==> src/logic/sso_pkg.sv <==
// Package of the servo status-output block: register map, reset values,
// function codes, timing constants and carrier types.
// Assumes a single 125 MHz control clock and a plain register port.
package sso_pkg;

  // ****************************************************************
  // Register bus geometry
  // ****************************************************************
  localparam int ADDR_W = 8;
  localparam int DATA_W = 32;

  // ****************************************************************
  // Register offsets (byte addresses)
  // ****************************************************************
  localparam logic [7:0] OFS_FSEL0  = 8'h00;  // Selector, terminal 1; four more follow
  localparam logic [7:0] OFS_POL    = 8'h14;  // Polarity, one bit per terminal
  localparam logic [7:0] OFS_LMASK  = 8'h18;  // Low input default mask
  localparam logic [7:0] OFS_HMASK  = 8'h1C;  // High input default mask
  localparam logic [7:0] OFS_THR    = 8'h20;  // Settle threshold, pulses
  localparam logic [7:0] OFS_CMODE  = 8'h24;  // Completion mode
  localparam logic [7:0] OFS_HOLD   = 8'h28;  // Settle hold time, ms
  localparam logic [7:0] OFS_ROT    = 8'h2C;  // Rotation threshold, rpm
  localparam logic [7:0] OFS_MATCH  = 8'h30;  // Speed match width, rpm
  localparam logic [7:0] OFS_ARR    = 8'h34;  // Speed arrival width, rpm
  localparam logic [7:0] OFS_CTRL   = 8'h38;  // Restart command
  localparam logic [7:0] OFS_ISTAT  = 8'h3C;  // Event status, write one to clear
  localparam logic [7:0] OFS_IMASK  = 8'h40;  // Event mask
  localparam logic [7:0] OFS_STATE  = 8'h44;  // Live flags and contacts
  localparam logic [7:0] FSEL_STEP  = 8'h04;  // Spacing of selectors

  // ****************************************************************
  // Field positions
  // ****************************************************************
  localparam int CTRL_RESTART_BIT = 0;
  localparam int EV_SETTLED       = 0;
  localparam int EV_ROT           = 1;
  localparam int EV_MATCH         = 2;
  localparam int EV_ARR           = 3;
  localparam int N_EV             = 4;
  localparam int STATE_DO_LSB     = 4;  // Contacts sit above the four flags

  // ****************************************************************
  // Terminal counts and reset values
  // ****************************************************************
  localparam int N_DO = 5;
  localparam logic [4:0] FSEL_RST [N_DO] = '{5'h01, 5'h04, 5'h07, 5'h02, 5'h09};
  localparam logic [4:0]  POL_RST   = 5'h00;
  localparam logic [15:0] LMASK_RST = 16'h0000;
  localparam logic [15:0] HMASK_RST = 16'h0000;
  localparam logic [15:0] THR_RST   = 16'h0064;
  localparam logic [15:0] HOLD_RST  = 16'h0001;
  localparam logic [9:0]  ROT_RST   = 10'h014;
  localparam logic [9:0]  MATCH_RST = 10'h032;
  localparam logic [13:0] ARR_RST   = 14'h0064;

  // ****************************************************************
  // Function codes produced by this block
  // ****************************************************************
  localparam logic [4:0] FN_ROT     = 5'h03;
  localparam logic [4:0] FN_SETTLED = 5'h05;
  localparam logic [4:0] FN_MATCH   = 5'h06;
  localparam logic [4:0] FN_ARR     = 5'h08;

  // ****************************************************************
  // Timing
  // ****************************************************************
  localparam int CLK_PERIOD_NS = 8;
  localparam int MS_NS         = 1000000;
  localparam int CYC_PER_MS    = MS_NS / CLK_PERIOD_NS;

  // ****************************************************************
  // Types
  // ****************************************************************
  typedef enum logic [2:0] {
    CM_DEV      = 3'h0,  // Deviation only
    CM_CMD      = 3'h1,  // Plus command zero
    CM_CMD_HOLD = 3'h2,  // Plus command zero, stretched
    CM_FILT     = 3'h3,  // Plus filtered command zero
    CM_DEV_ZS   = 3'h4,
    CM_CMD_ZS   = 3'h5,
    CM_HOLD_ZS  = 3'h6,
    CM_FILT_ZS  = 3'h7
  } sso_cmode_t;

  typedef struct packed {
    logic [ADDR_W-1:0] addr;
    logic [DATA_W-1:0] wdata;
    logic              wr;
    logic              rd;
  } sso_reg_req_t;

  typedef struct packed {
    logic signed [31:0] pos_dev;       // Position deviation, pulses
    logic signed [31:0] pos_cmd;       // Position command this cycle
    logic signed [31:0] pos_cmd_filt;  // Command after filtering
    logic               zero_speed;    // Zero-speed indication
    logic signed [15:0] speed_fb;      // Motor speed, rpm
    logic signed [15:0] speed_ref;     // Speed command, rpm
    logic               speed_mode;    // Speed control mode active
  } sso_motion_t;

endpackage

==> src/logic/sso_ms_tick.sv <==
// Millisecond tick generator for the settle hold timer.
// Assumes the free-running control clock.
`timescale 1ns/100ps
`default_nettype none
module sso_ms_tick #(
  parameter int unsigned CYC = 125000
) (
  input  wire logic mclk,
  input  wire logic resetn,
  output var  logic tick
);

  // ****************************************************************
  // Prescaler
  // ****************************************************************
  localparam int CW = (CYC > 1) ? $clog2(CYC) : 1;
  localparam logic [CW-1:0] LAST = CW'(CYC - 1);

  logic [CW-1:0] cnt_ff;   // Cycle count within a millisecond
  logic          tick_ff;  // One-cycle tick
  logic          wrap;     // Last cycle of the millisecond

  assign wrap = (cnt_ff == LAST);
  assign tick = tick_ff;

  // Count and pulse once per period
  always_ff @(posedge mclk or negedge resetn) begin
    if (!resetn) begin
      cnt_ff  <= '0;
      tick_ff <= 1'b0;
    end else begin
      cnt_ff  <= wrap ? '0 : cnt_ff + 1'b1;
      tick_ff <= wrap;
    end
  end

endmodule // sso_ms_tick
`default_nettype wire

==> src/logic/sso_out_map.sv <==
// Per-terminal function selection and polarity for the output contacts.
// Assumes status bit 0 is held inactive by the caller.
`timescale 1ns/100ps
`default_nettype none
module sso_out_map #(
  parameter int N = 5
) (
  input  wire logic [31:0]       status,
  input  wire logic [N-1:0][4:0] fsel,
  input  wire logic [N-1:0]      pol,
  output var  logic [N-1:0]      contact
);

  // ****************************************************************
  // Select then invert, one terminal per pass
  // ****************************************************************
  for (genvar i = 0; i < N; i++) begin : g_term
    // Inversion acts on the selected function's state
    assign contact[i] = status[fsel[i]] ^ pol[i];
  end

endmodule // sso_out_map
`default_nettype wire

==> src/logic/sso_top.sv <==
// Status-output logic of a servo drive: five output contacts, input
// defaults for unassigned functions, settle and speed flags, events.
// Assumes synchronous inputs on mclk and a plain register port.
`timescale 1ns/100ps
`default_nettype none
module sso_top #(
  parameter int unsigned CYC_PER_MS = sso_pkg::CYC_PER_MS
) (
  input  wire logic                  mclk,
  input  wire logic                  resetn,
  input  wire sso_pkg::sso_reg_req_t reg_req,
  output var  logic [31:0]           rdata,
  input  wire sso_pkg::sso_motion_t  motion,
  input  wire logic [31:0]           func_status,
  input  wire logic [31:0]           input_assigned,
  input  wire logic [31:0]           input_level,
  output var  logic [31:0]           input_function,
  output var  logic [4:0]            digital_output,
  output var  logic                  position_settled_flag,
  output var  logic                  rotation_detect_flag,
  output var  logic                  speed_match_flag,
  output var  logic                  speed_arrival_flag,
  output var  logic                  irq
);
  import sso_pkg::*;

  // ****************************************************************
  // Elaboration check
  // ****************************************************************
  if (CYC_PER_MS < 2) begin : g_bad_ms
    $error("CYC_PER_MS must be at least 2");
  end

  // ****************************************************************
  // Register state
  // ****************************************************************
  logic [N_DO-1:0][4:0] fsel_ff;      // Written selectors
  logic [N_DO-1:0][4:0] fsel_act_ff;  // Selectors in force
  logic [N_DO-1:0]      pol_ff;       // Polarity, in force at once
  logic [15:0]          lmask_ff;     // Written low mask
  logic [15:0]          lmask_act_ff; // Low mask in force
  logic [15:0]          hmask_ff;     // Written high mask
  logic [15:0]          hmask_act_ff; // High mask in force
  logic [15:0]          thr_ff;       // Settle threshold
  sso_cmode_t           cmode_ff;     // Completion mode
  logic [15:0]          hold_ff;      // Hold time, ms
  logic [9:0]           rot_ff;       // Rotation threshold
  logic [9:0]           match_ff;     // Match width
  logic [13:0]          arr_ff;       // Arrival width
  logic [N_EV-1:0]      istat_ff;     // Sticky events
  logic [N_EV-1:0]      imask_ff;     // Event enables
  logic [31:0]          rdata_ff;     // Read data
  logic                 irq_ff;       // Interrupt line

  // ****************************************************************
  // Address decode
  // ****************************************************************
  wire logic       wr     = reg_req.wr;
  wire logic [7:0] addr   = reg_req.addr;
  wire logic [31:0] wd    = reg_req.wdata;
  wire logic we_pol       = wr && (addr == OFS_POL);
  wire logic we_lmask     = wr && (addr == OFS_LMASK);
  wire logic we_hmask     = wr && (addr == OFS_HMASK);
  wire logic we_thr       = wr && (addr == OFS_THR);
  wire logic we_cmode     = wr && (addr == OFS_CMODE);
  wire logic we_hold      = wr && (addr == OFS_HOLD);
  wire logic we_rot       = wr && (addr == OFS_ROT);
  wire logic we_match     = wr && (addr == OFS_MATCH);
  wire logic we_arr       = wr && (addr == OFS_ARR);
  wire logic we_istat     = wr && (addr == OFS_ISTAT);
  wire logic we_imask     = wr && (addr == OFS_IMASK);
  // Restart applies the restart-effective settings
  wire logic restart      = wr && (addr == OFS_CTRL) && wd[CTRL_RESTART_BIT];
  logic [N_DO-1:0] we_fsel;  // One strobe per selector

  for (genvar i = 0; i < N_DO; i++) begin : g_fsel_dec
    assign we_fsel[i] = wr && (addr == OFS_FSEL0 + 8'(i * FSEL_STEP));
  end

  // ****************************************************************
  // Selectors: written copy and copy in force
  // ****************************************************************
  for (genvar i = 0; i < N_DO; i++) begin : g_fsel
    always_ff @(posedge mclk or negedge resetn) begin
      if (!resetn) begin
        fsel_ff[i]     <= FSEL_RST[i];
        fsel_act_ff[i] <= FSEL_RST[i];
      end else begin
        if (we_fsel[i])
          fsel_ff[i] <= wd[4:0];
        if (restart)
          fsel_act_ff[i] <= fsel_ff[i];
      end
    end
  end

  // ****************************************************************
  // Masks: take effect on restart
  // ****************************************************************
  always_ff @(posedge mclk or negedge resetn) begin
    if (!resetn) begin
      lmask_ff     <= LMASK_RST;
      hmask_ff     <= HMASK_RST;
      lmask_act_ff <= LMASK_RST;
      hmask_act_ff <= HMASK_RST;
    end else begin
      if (we_lmask)
        lmask_ff <= {wd[15:1], 1'b0};   // Bit 0 reserved
      if (we_hmask)
        hmask_ff <= wd[15:0];
      if (restart) begin
        lmask_act_ff <= lmask_ff;
        hmask_act_ff <= hmask_ff;
      end
    end
  end

  // ****************************************************************
  // Immediate settings
  // ****************************************************************
  always_ff @(posedge mclk or negedge resetn) begin
    if (!resetn) begin
      pol_ff   <= POL_RST;
      thr_ff   <= THR_RST;
      cmode_ff <= CM_DEV;
      hold_ff  <= HOLD_RST;
    end else begin
      if (we_pol)
        pol_ff <= wd[N_DO-1:0];
      if (we_thr)
        thr_ff <= wd[15:0];
      if (we_cmode)
        cmode_ff <= sso_cmode_t'(wd[2:0]);
      if (we_hold)
        hold_ff <= wd[15:0];
    end
  end

  // Speed thresholds
  always_ff @(posedge mclk or negedge resetn) begin
    if (!resetn) begin
      rot_ff   <= ROT_RST;
      match_ff <= MATCH_RST;
      arr_ff   <= ARR_RST;
    end else begin
      if (we_rot)
        rot_ff <= wd[9:0];
      if (we_match)
        match_ff <= wd[9:0];
      if (we_arr)
        arr_ff <= wd[13:0];
    end
  end

  // ****************************************************************
  // Settle judgement
  // ****************************************************************
  logic [31:0] abs_dev;   // Magnitude of deviation
  logic [15:0] hold_cnt_ff; // Remaining hold, ms
  logic        ms_tick;   // Millisecond pulse
  logic        settled_ff;

  assign abs_dev = motion.pos_dev[31] ? 32'(-motion.pos_dev) : motion.pos_dev;

  wire logic dev_ok  = abs_dev < {16'h0000, thr_ff};
  wire logic cmd_ok  = dev_ok && (motion.pos_cmd == 32'sh0);
  wire logic filt_ok = dev_ok && (motion.pos_cmd_filt == 32'sh0);
  // Modes 4 to 7 add the zero-speed demand to modes 0 to 3
  wire logic zs_ok   = !cmode_ff[2] || motion.zero_speed;
  wire logic hold_md = (cmode_ff == CM_CMD_HOLD) || (cmode_ff == CM_HOLD_ZS);
  logic base_ok;  // Condition of the low two mode bits

  // Choose the condition for the mode
  always_comb begin
    case (cmode_ff)
      CM_DEV, CM_DEV_ZS:                 base_ok = dev_ok;
      CM_CMD, CM_CMD_ZS:                 base_ok = cmd_ok;
      CM_CMD_HOLD, CM_HOLD_ZS:           base_ok = cmd_ok;
      CM_FILT, CM_FILT_ZS:               base_ok = filt_ok;
      default:                           base_ok = 1'b0;
    endcase
  end

  wire logic cond_ok = base_ok && zs_ok;
  // Hold counter reloads while the condition stands, then runs down
  wire logic [15:0] nxt_hold_cnt =
    (cond_ok && hold_md) ? hold_ff :
    (!hold_md) ? 16'h0000 :
    (ms_tick && hold_cnt_ff != 16'h0000) ? hold_cnt_ff - 16'h0001 : hold_cnt_ff;
  wire logic nxt_settled = cond_ok || (hold_md && hold_cnt_ff != 16'h0000);

  sso_ms_tick #(
    .CYC (CYC_PER_MS)
  ) u_ms_tick (
    .mclk   (mclk),
    .resetn (resetn),
    .tick   (ms_tick)
  );

  // Settle flag and hold timer
  always_ff @(posedge mclk or negedge resetn) begin
    if (!resetn) begin
      hold_cnt_ff <= 16'h0000;
      settled_ff  <= 1'b0;
    end else begin
      hold_cnt_ff <= nxt_hold_cnt;
      settled_ff  <= nxt_settled;
    end
  end

  // ****************************************************************
  // Speed flags
  // ****************************************************************
  logic [15:0] abs_spd;    // Magnitude of speed
  logic [16:0] spd_err;    // Speed minus command
  logic [16:0] abs_err;    // Magnitude of speed error
  logic        rot_flag_ff;    // Rotation detected
  logic        match_flag_ff;  // Speed matches command
  logic        arr_flag_ff;    // Speed reached

  assign abs_spd = motion.speed_fb[15] ? 16'(-motion.speed_fb) : motion.speed_fb;
  assign spd_err = 17'(motion.speed_fb) - 17'(motion.speed_ref);
  assign abs_err = spd_err[16] ? 17'(-spd_err) : spd_err;

  wire logic nxt_rot   = abs_spd > {6'h00, rot_ff};
  wire logic nxt_match = motion.speed_mode &&
                         (abs_err <= {7'h00, match_ff});
  wire logic nxt_arr   = abs_spd >= {2'h0, arr_ff};

  // Speed flag registers
  always_ff @(posedge mclk or negedge resetn) begin
    if (!resetn) begin
      rot_flag_ff   <= 1'b0;
      match_flag_ff <= 1'b0;
      arr_flag_ff   <= 1'b0;
    end else begin
      rot_flag_ff   <= nxt_rot;
      match_flag_ff <= nxt_match;
      arr_flag_ff   <= nxt_arr;
    end
  end

  // ****************************************************************
  // Output contacts
  // ****************************************************************
  logic [31:0]     status_vec;  // Function states by code
  logic [N_DO-1:0] contact;     // Contacts before the register
  logic [N_DO-1:0] do_ff;

  // Merge own flags into the function map; code 0 is never active
  always_comb begin
    status_vec             = func_status;
    status_vec[0]          = 1'b0;
    status_vec[FN_ROT]     = rot_flag_ff;
    status_vec[FN_SETTLED] = settled_ff;
    status_vec[FN_MATCH]   = match_flag_ff;
    status_vec[FN_ARR]     = arr_flag_ff;
  end

  sso_out_map #(
    .N (N_DO)
  ) u_out_map (
    .status  (status_vec),
    .fsel    (fsel_act_ff),
    .pol     (pol_ff),
    .contact (contact)
  );

  // ****************************************************************
  // Input function defaults
  // ****************************************************************
  wire logic [31:0] dflt = {hmask_act_ff, lmask_act_ff[15:1], 1'b0};
  wire logic [31:0] nxt_infn = ((input_assigned & input_level) |
                                (~input_assigned & dflt)) & 32'hFFFF_FFFE;
  logic [31:0] infn_ff;

  // Contacts and input functions
  always_ff @(posedge mclk or negedge resetn) begin
    if (!resetn) begin
      do_ff   <= '0;
      infn_ff <= 32'h0000_0000;
    end else begin
      do_ff   <= contact;
      infn_ff <= nxt_infn;
    end
  end

  // ****************************************************************
  // Events and interrupt
  // ****************************************************************
  wire logic [N_EV-1:0] flags = {arr_flag_ff, match_flag_ff, rot_flag_ff, settled_ff};
  logic [N_EV-1:0] flags_d_ff;  // Flags one cycle ago
  wire logic [N_EV-1:0] rise = flags & ~flags_d_ff;
  // A rise in the clearing cycle still sets the bit
  wire logic [N_EV-1:0] nxt_istat =
    (istat_ff & ~(we_istat ? wd[N_EV-1:0] : '0)) | rise;

  // Sticky status, mask and level interrupt
  always_ff @(posedge mclk or negedge resetn) begin
    if (!resetn) begin
      flags_d_ff <= '0;
      istat_ff   <= '0;
      imask_ff   <= '0;
      irq_ff     <= 1'b0;
    end else begin
      flags_d_ff <= flags;
      istat_ff   <= nxt_istat;
      if (we_imask)
        imask_ff <= wd[N_EV-1:0];
      irq_ff <= |(nxt_istat & (we_imask ? wd[N_EV-1:0] : imask_ff));
    end
  end

  // ****************************************************************
  // Read path
  // ****************************************************************
  logic [31:0] rmux;  // Selected read word

  // Select the read word; unmapped reads give zero
  always_comb begin
    rmux = 32'h0000_0000;
    for (int i = 0; i < N_DO; i++) begin
      if (addr == OFS_FSEL0 + 8'(i * FSEL_STEP))
        rmux = {27'h0, fsel_ff[i]};
    end
    case (addr)
      OFS_POL:   rmux = {27'h0, pol_ff};
      OFS_LMASK: rmux = {16'h0, lmask_ff};
      OFS_HMASK: rmux = {16'h0, hmask_ff};
      OFS_THR:   rmux = {16'h0, thr_ff};
      OFS_CMODE: rmux = {29'h0, cmode_ff};
      OFS_HOLD:  rmux = {16'h0, hold_ff};
      OFS_ROT:   rmux = {22'h0, rot_ff};
      OFS_MATCH: rmux = {22'h0, match_ff};
      OFS_ARR:   rmux = {18'h0, arr_ff};
      OFS_ISTAT: rmux = {28'h0, istat_ff};
      OFS_IMASK: rmux = {28'h0, imask_ff};
      OFS_STATE: rmux = {23'h0, do_ff, flags};
      default:   ;
    endcase
  end

  // Read data stands only in the cycle after the strobe
  always_ff @(posedge mclk or negedge resetn) begin
    if (!resetn)
      rdata_ff <= 32'h0000_0000;
    else
      rdata_ff <= reg_req.rd ? rmux : 32'h0000_0000;
  end

  // ****************************************************************
  // Outputs
  // ****************************************************************
  assign rdata                 = rdata_ff;
  assign input_function        = infn_ff;
  assign digital_output        = do_ff;
  assign position_settled_flag = settled_ff;
  assign rotation_detect_flag  = rot_flag_ff;
  assign speed_match_flag      = match_flag_ff;
  assign speed_arrival_flag    = arr_flag_ff;
  assign irq                   = irq_ff;

endmodule // sso_top
`default_nettype wire

==> config.mk <==
export PLATFORM = sky130hd
export DESIGN_NAME = sso_top
export DESIGN_NICKNAME = d
export VERILOG_FILES = /design/src/logic/sso_pkg.sv /design/src/logic/sso_ms_tick.sv /design/src/logic/sso_out_map.sv /design/src/logic/sso_top.sv
export SDC_FILE = /design/constraint.sdc
export NUM_CORES = 1
export LEC_CHECK = 0
export BUFFER_PORTS_ARGS = -buffer_cell sky130_fd_sc_hd__buf_2
export CORE_MARGIN = 2
export CORE_UTILIZATION = 46
export CTS_CLUSTER_DIAMETER = 200
export DETAILED_ROUTE_END_ITERATION = 6
export MAX_ROUTING_LAYER = met4
export PLACE_DENSITY = 0.83
export SYNTH_ARGS = -nofsm -noshare
export SYNTH_HDL_FRONTEND = slang
export SYNTH_HIERARCHICAL = 1
export SYNTH_SLANG_ARGS = --single-unit
==> constraint.sdc <==
create_clock -name mclk -period 2.65 [get_ports mclk]
set_input_delay 0.3975 -clock mclk [delete_from_list [all_inputs] [get_ports mclk]]
set_output_delay 0.3975 -clock mclk [all_outputs]
set_load 0.02 [all_outputs]
==> results.json <==
{
  "critical_path.cell_chain": "buf_6 -> or4_4 -> or3_4 -> o31ai_4 -> xnor2_1 -> ha_1 -> a21o_1 -> a21o_1 -> a22oi_2 -> o311ai_2 -> a2111oi_2 -> and4_4 -> and4_4 -> nand2_8 -> a211oi_2",
  "areaGrowthSynthToFinish_pct": 27.66,
  "power.share.switching_pct": 27.20,
  "crit_fanout": 8,
  "drt_iter0_markers": 1663,
  "critPathCaptureType": "flip-flop",
  "maxCapViolations": 0,
  "period_needed_ps": 3640,
  "timing.final.max_slew_violations": 0,
  "hold_violations": 0,
  "synthTopCellsByArea": "sky130_fd_sc_hd__dfrtp_1 (37%), sky130_fd_sc_hd__mux2_2 (14%), sky130_fd_sc_hd__ha_1 (5.0%)",
  "drtPass1Iterations": 7,
  "ys.flop_type": "sky130_fd_sc_hd__dfrtp_1",
  "power.combinational.fraction_pct": 18.8,
  "dpl-instance-area_sq_mm": 0.02101,
  "routed-via-count": 15900,
  "cts_tree": "yes",
  "share_seq_of_total_power_pct": 42.5,
  "fin_ws_ps": -990.4,
  "worst_hold_slack_ps": 79.42,
  "hold_path_end": "input_function[6]",
  "cp.required_ps": 3080,
  "die_height_um": 199.9,
  "min_delay_path_depth": 2,
  "core.rowCount": 71,
  "groute.usage.overall_pct": 28.91,
  "worstSetupStartpointType": "primary input",
  "worst_clock_skew_ps": 20.89,
  "failed_checks": "design-rule violations, negative setup slack",
  "type_of_the_setup_path_with_the_least_slack": "primary input to flip-flop",
  "largest_net_degree_at_the_start_of_global_routing": 84,
  "synth_most_common_cell": "sky130_fd_sc_hd__dfrtp_1",
  "ff2ff_path_depth": 10,
  "cpMaxStageDelayCell": "sky130_fd_sc_hd__or4_4",
  "grt.overflow.total": 0,
  "power_density_mw_per_mm2": 492.4,
  "finalCritPeriodShare_pct": 137.4,
  "finalWeightedCongestion": 0.9746,
  "yosys.cell_types.count": 82,
  "antenna_violations_before_repair": 10,
  "ff2ff_setup_slack_ps": -450,
  "synth_top_area_cell": "sky130_fd_sc_hd__dfrtp_1",
  "worstReg2RegStart": "hold_cnt_ff[9]",
  "die_area_sq_mm": 0.03995,
  "finalNetCount": 2499,
  "critPathArrivalTime_ps": 4070,
  "result_of_the_run": "finished with violations",
  "critPathMaxStageDelay_ps": 540,
  "core_region_area_sq_mm": 0.03776,
  "drc": 4,
  "sequential_share_of_the_synthesized_area_pct": 41.17,
  "floorplan.die.width_um": 199.9,
  "post_synth_edffs": 0,
  "synth.top_cell.area_share_pct": 37.00,
  "worst_r2r_endpoint": "hold_cnt_ff[9]",
  "synth-seq-cells": 289,
  "wl_per_cell_um": 21.27,
  "intPower_mw": 8.078,
  "syn_avg_cell_area_sq_um": 10.59,
  "numPortBuffers": 303,
  "dp.cells": 2622,
  "cts_root_buffer": "sky130_fd_sc_hd__clkbuf_16",
  "dp.final_hpwl_um": 42710,
  "hold_path.startpoint": "input_level[6]",
  "clock_latency_ps": 550,
  "grt_first_pass_wirelength_um": 87020,
  "floorplan.io_pins": 344,
  "numCtsBuffers": 28,
  "post_synth_instance_area_sq_mm": 0.01765,
  "drt-total-wl_um": 57450,
  "synth_warnings": 6,
  "postSynthCellCount": 1666,
  "max_clock_freq_mhz": 274.7,
  "rsz_0062_raised_after_global_routing": "true",
  "final_cells": 2701,
  "async_reset_ff_share_pct": 100.0,
  "clk_pin_slew_ps": 70,
  "layout-drive-gt1-share_pct": 41.47,
  "post-route-cell-area_sq_mm": 0.02253,
  "clock_power_share_pct": 38.7,
  "initial_standard_cell_utilization_of_the_core_pct": 46.75,
  "worst_hold_path_type": "primary input to flip-flop",
  "report.final.setup_viol": 18,
  "drt-vias-per-instance": 5.886,
  "slew_headroom_pct": 8.624,
  "clkSinkCount": 289,
  "maximum_count_of_clock_buffers_along_a_single_path": 3,
  "worstMarginPinSlew_ps": 1358,
  "synth.cells.most_frequent": "sky130_fd_sc_hd__dfrtp_1 (261), sky130_fd_sc_hd__mux2_2 (225), sky130_fd_sc_hd__nand2_1 (104)",
  "cts_htree_levels": 1,
  "irDropWorstVdd_mv": 0.5460,
  "power.switching_mw": 3.018,
  "final_antenna_net_count": 0,
  "via_count_of_the_first_global_routing_pass": 15830,
  "p_leak_nw": 10.38
}
sequential cells by signal (all words and copies together), names as in the netlist, 15 cells and up:
signal and cells:
input_function 31, hold_ff 16, rdata 16, u_ms_tick/cnt_ff 17, fsel_ff 25, lmask_act_ff 15
hmask_ff 16, hold_cnt_ff 16, hmask_act_ff 16, lmask_ff 15, thr_ff 16, fsel_act_ff 25
power by group through the flow:
stage	clock network [mW]	logic (mW)	registers (mW)
floorplan	0	0.974	4.76
global placement	0	1.85	4.78
detailed placement	0	1.92	4.78
CTS	4.32	1.98	4.71
global route	4.51	2.28	4.72
finish	4.30	2.08	4.72
what timing repair did:
item,CTS,global route
gates resized for setup,30,49
setup endpoints to repair,20,20
hold buffers,1,0
pin swaps,12,34
buffers inserted,7,8
cloned,1,0
hold endpoints to repair,79,0
worst max-delay path, delay by kind of cell:
family,cells,cell delay [ps]
buffers and inverters,1,90
AOI/OAI and AO/OA,7,1430
xor gates and xnor gates,1,110
adders and majority gates,1,310
and+or+nand+nor,5,1730
through the flow:
stage	total power, mW	TNS, ps	setup WS, ps	util [%]
2_1_floorplan	5.733	-20080	-1162	-
3_3_place_gp	6.627	-26080	-1442	55.65
3_5_place_dp	6.703	-28110	-1545	55.65
4_1_cts	11.00	-14960	-871.8	58.83
5_1_grt	11.52	-18660	-1093	59.68
6_report	11.10	-16720	-990.4	59.68
routing by layer:
layer	share of wire, %	GRT usage [%]
met3	9.5	5.645
met1	40	36.40
met4	4.1	11.96
met2	47	45.78
met5	0	-
worst max path at each step:
| stage | startpoint | endpoint | slack (ps) |
|---|---|---|---|
| 3_3_place_gp | motion[103] | hold_cnt_ff[2] | -1440 |
| 5_1_grt | motion[103] | hold_cnt_ff[5] | -1090 |
| 2_1_floorplan | motion[103] | hold_cnt_ff[10] | -1160 |
| 6_report | motion[103] | hold_cnt_ff[5] | -990 |
| 4_1_cts | motion[103] | hold_cnt_ff[1] | -870 |
| 3_5_place_dp | motion[103] | hold_cnt_ff[12] | -1550 |
cells by family (layout without fill, tap and decap cells):
family          after synthesis  after routing  share of synthesized area (%)
simple gates                438            439                          13.43
compound gates              325            325                          13.01
mux                         306            306                          18.95
flops                       289            289                          41.17
buf+inv                     158            650                          4.466
xor+xnor                     78             78                          3.870
fa+ha+maj                    71             71                          5.075
other cells                   1             32                        0.02125
cell usage in the layout (no fill, tap or decap), types with 50 or more instances in the layout:
cell                      instances
sky130_fd_sc_hd__buf_2          298
sky130_fd_sc_hd__xnor2_1         50
sky130_fd_sc_hd__mux2_2         225
sky130_fd_sc_hd__nand2_1        102
sky130_fd_sc_hd__a21oi_1         59
sky130_fd_sc_hd__nor2_1          68
sky130_fd_sc_hd__buf_4          200
sky130_fd_sc_hd__mux2i_1         81
sky130_fd_sc_hd__inv_1           83
sky130_fd_sc_hd__ha_1            68
sky130_fd_sc_hd__a22oi_1         60
sky130_fd_sc_hd__dfrtp_1        261
layout make-up:
cell class / instances / area [sq um]
antenna: 10 / 25.02
fill: 3005 / 15220
inverter: 84 / 317.8
timing repair buffer: 514 / 3232
sequential: 289 / 7267
multi-input combinational: 1241 / 10060
tap: 511 / 639.4
clock buffer: 38 / 809.5
clock inverter: 14 / 186.4
Note: power is estimated with default switching activity, not from simulation.
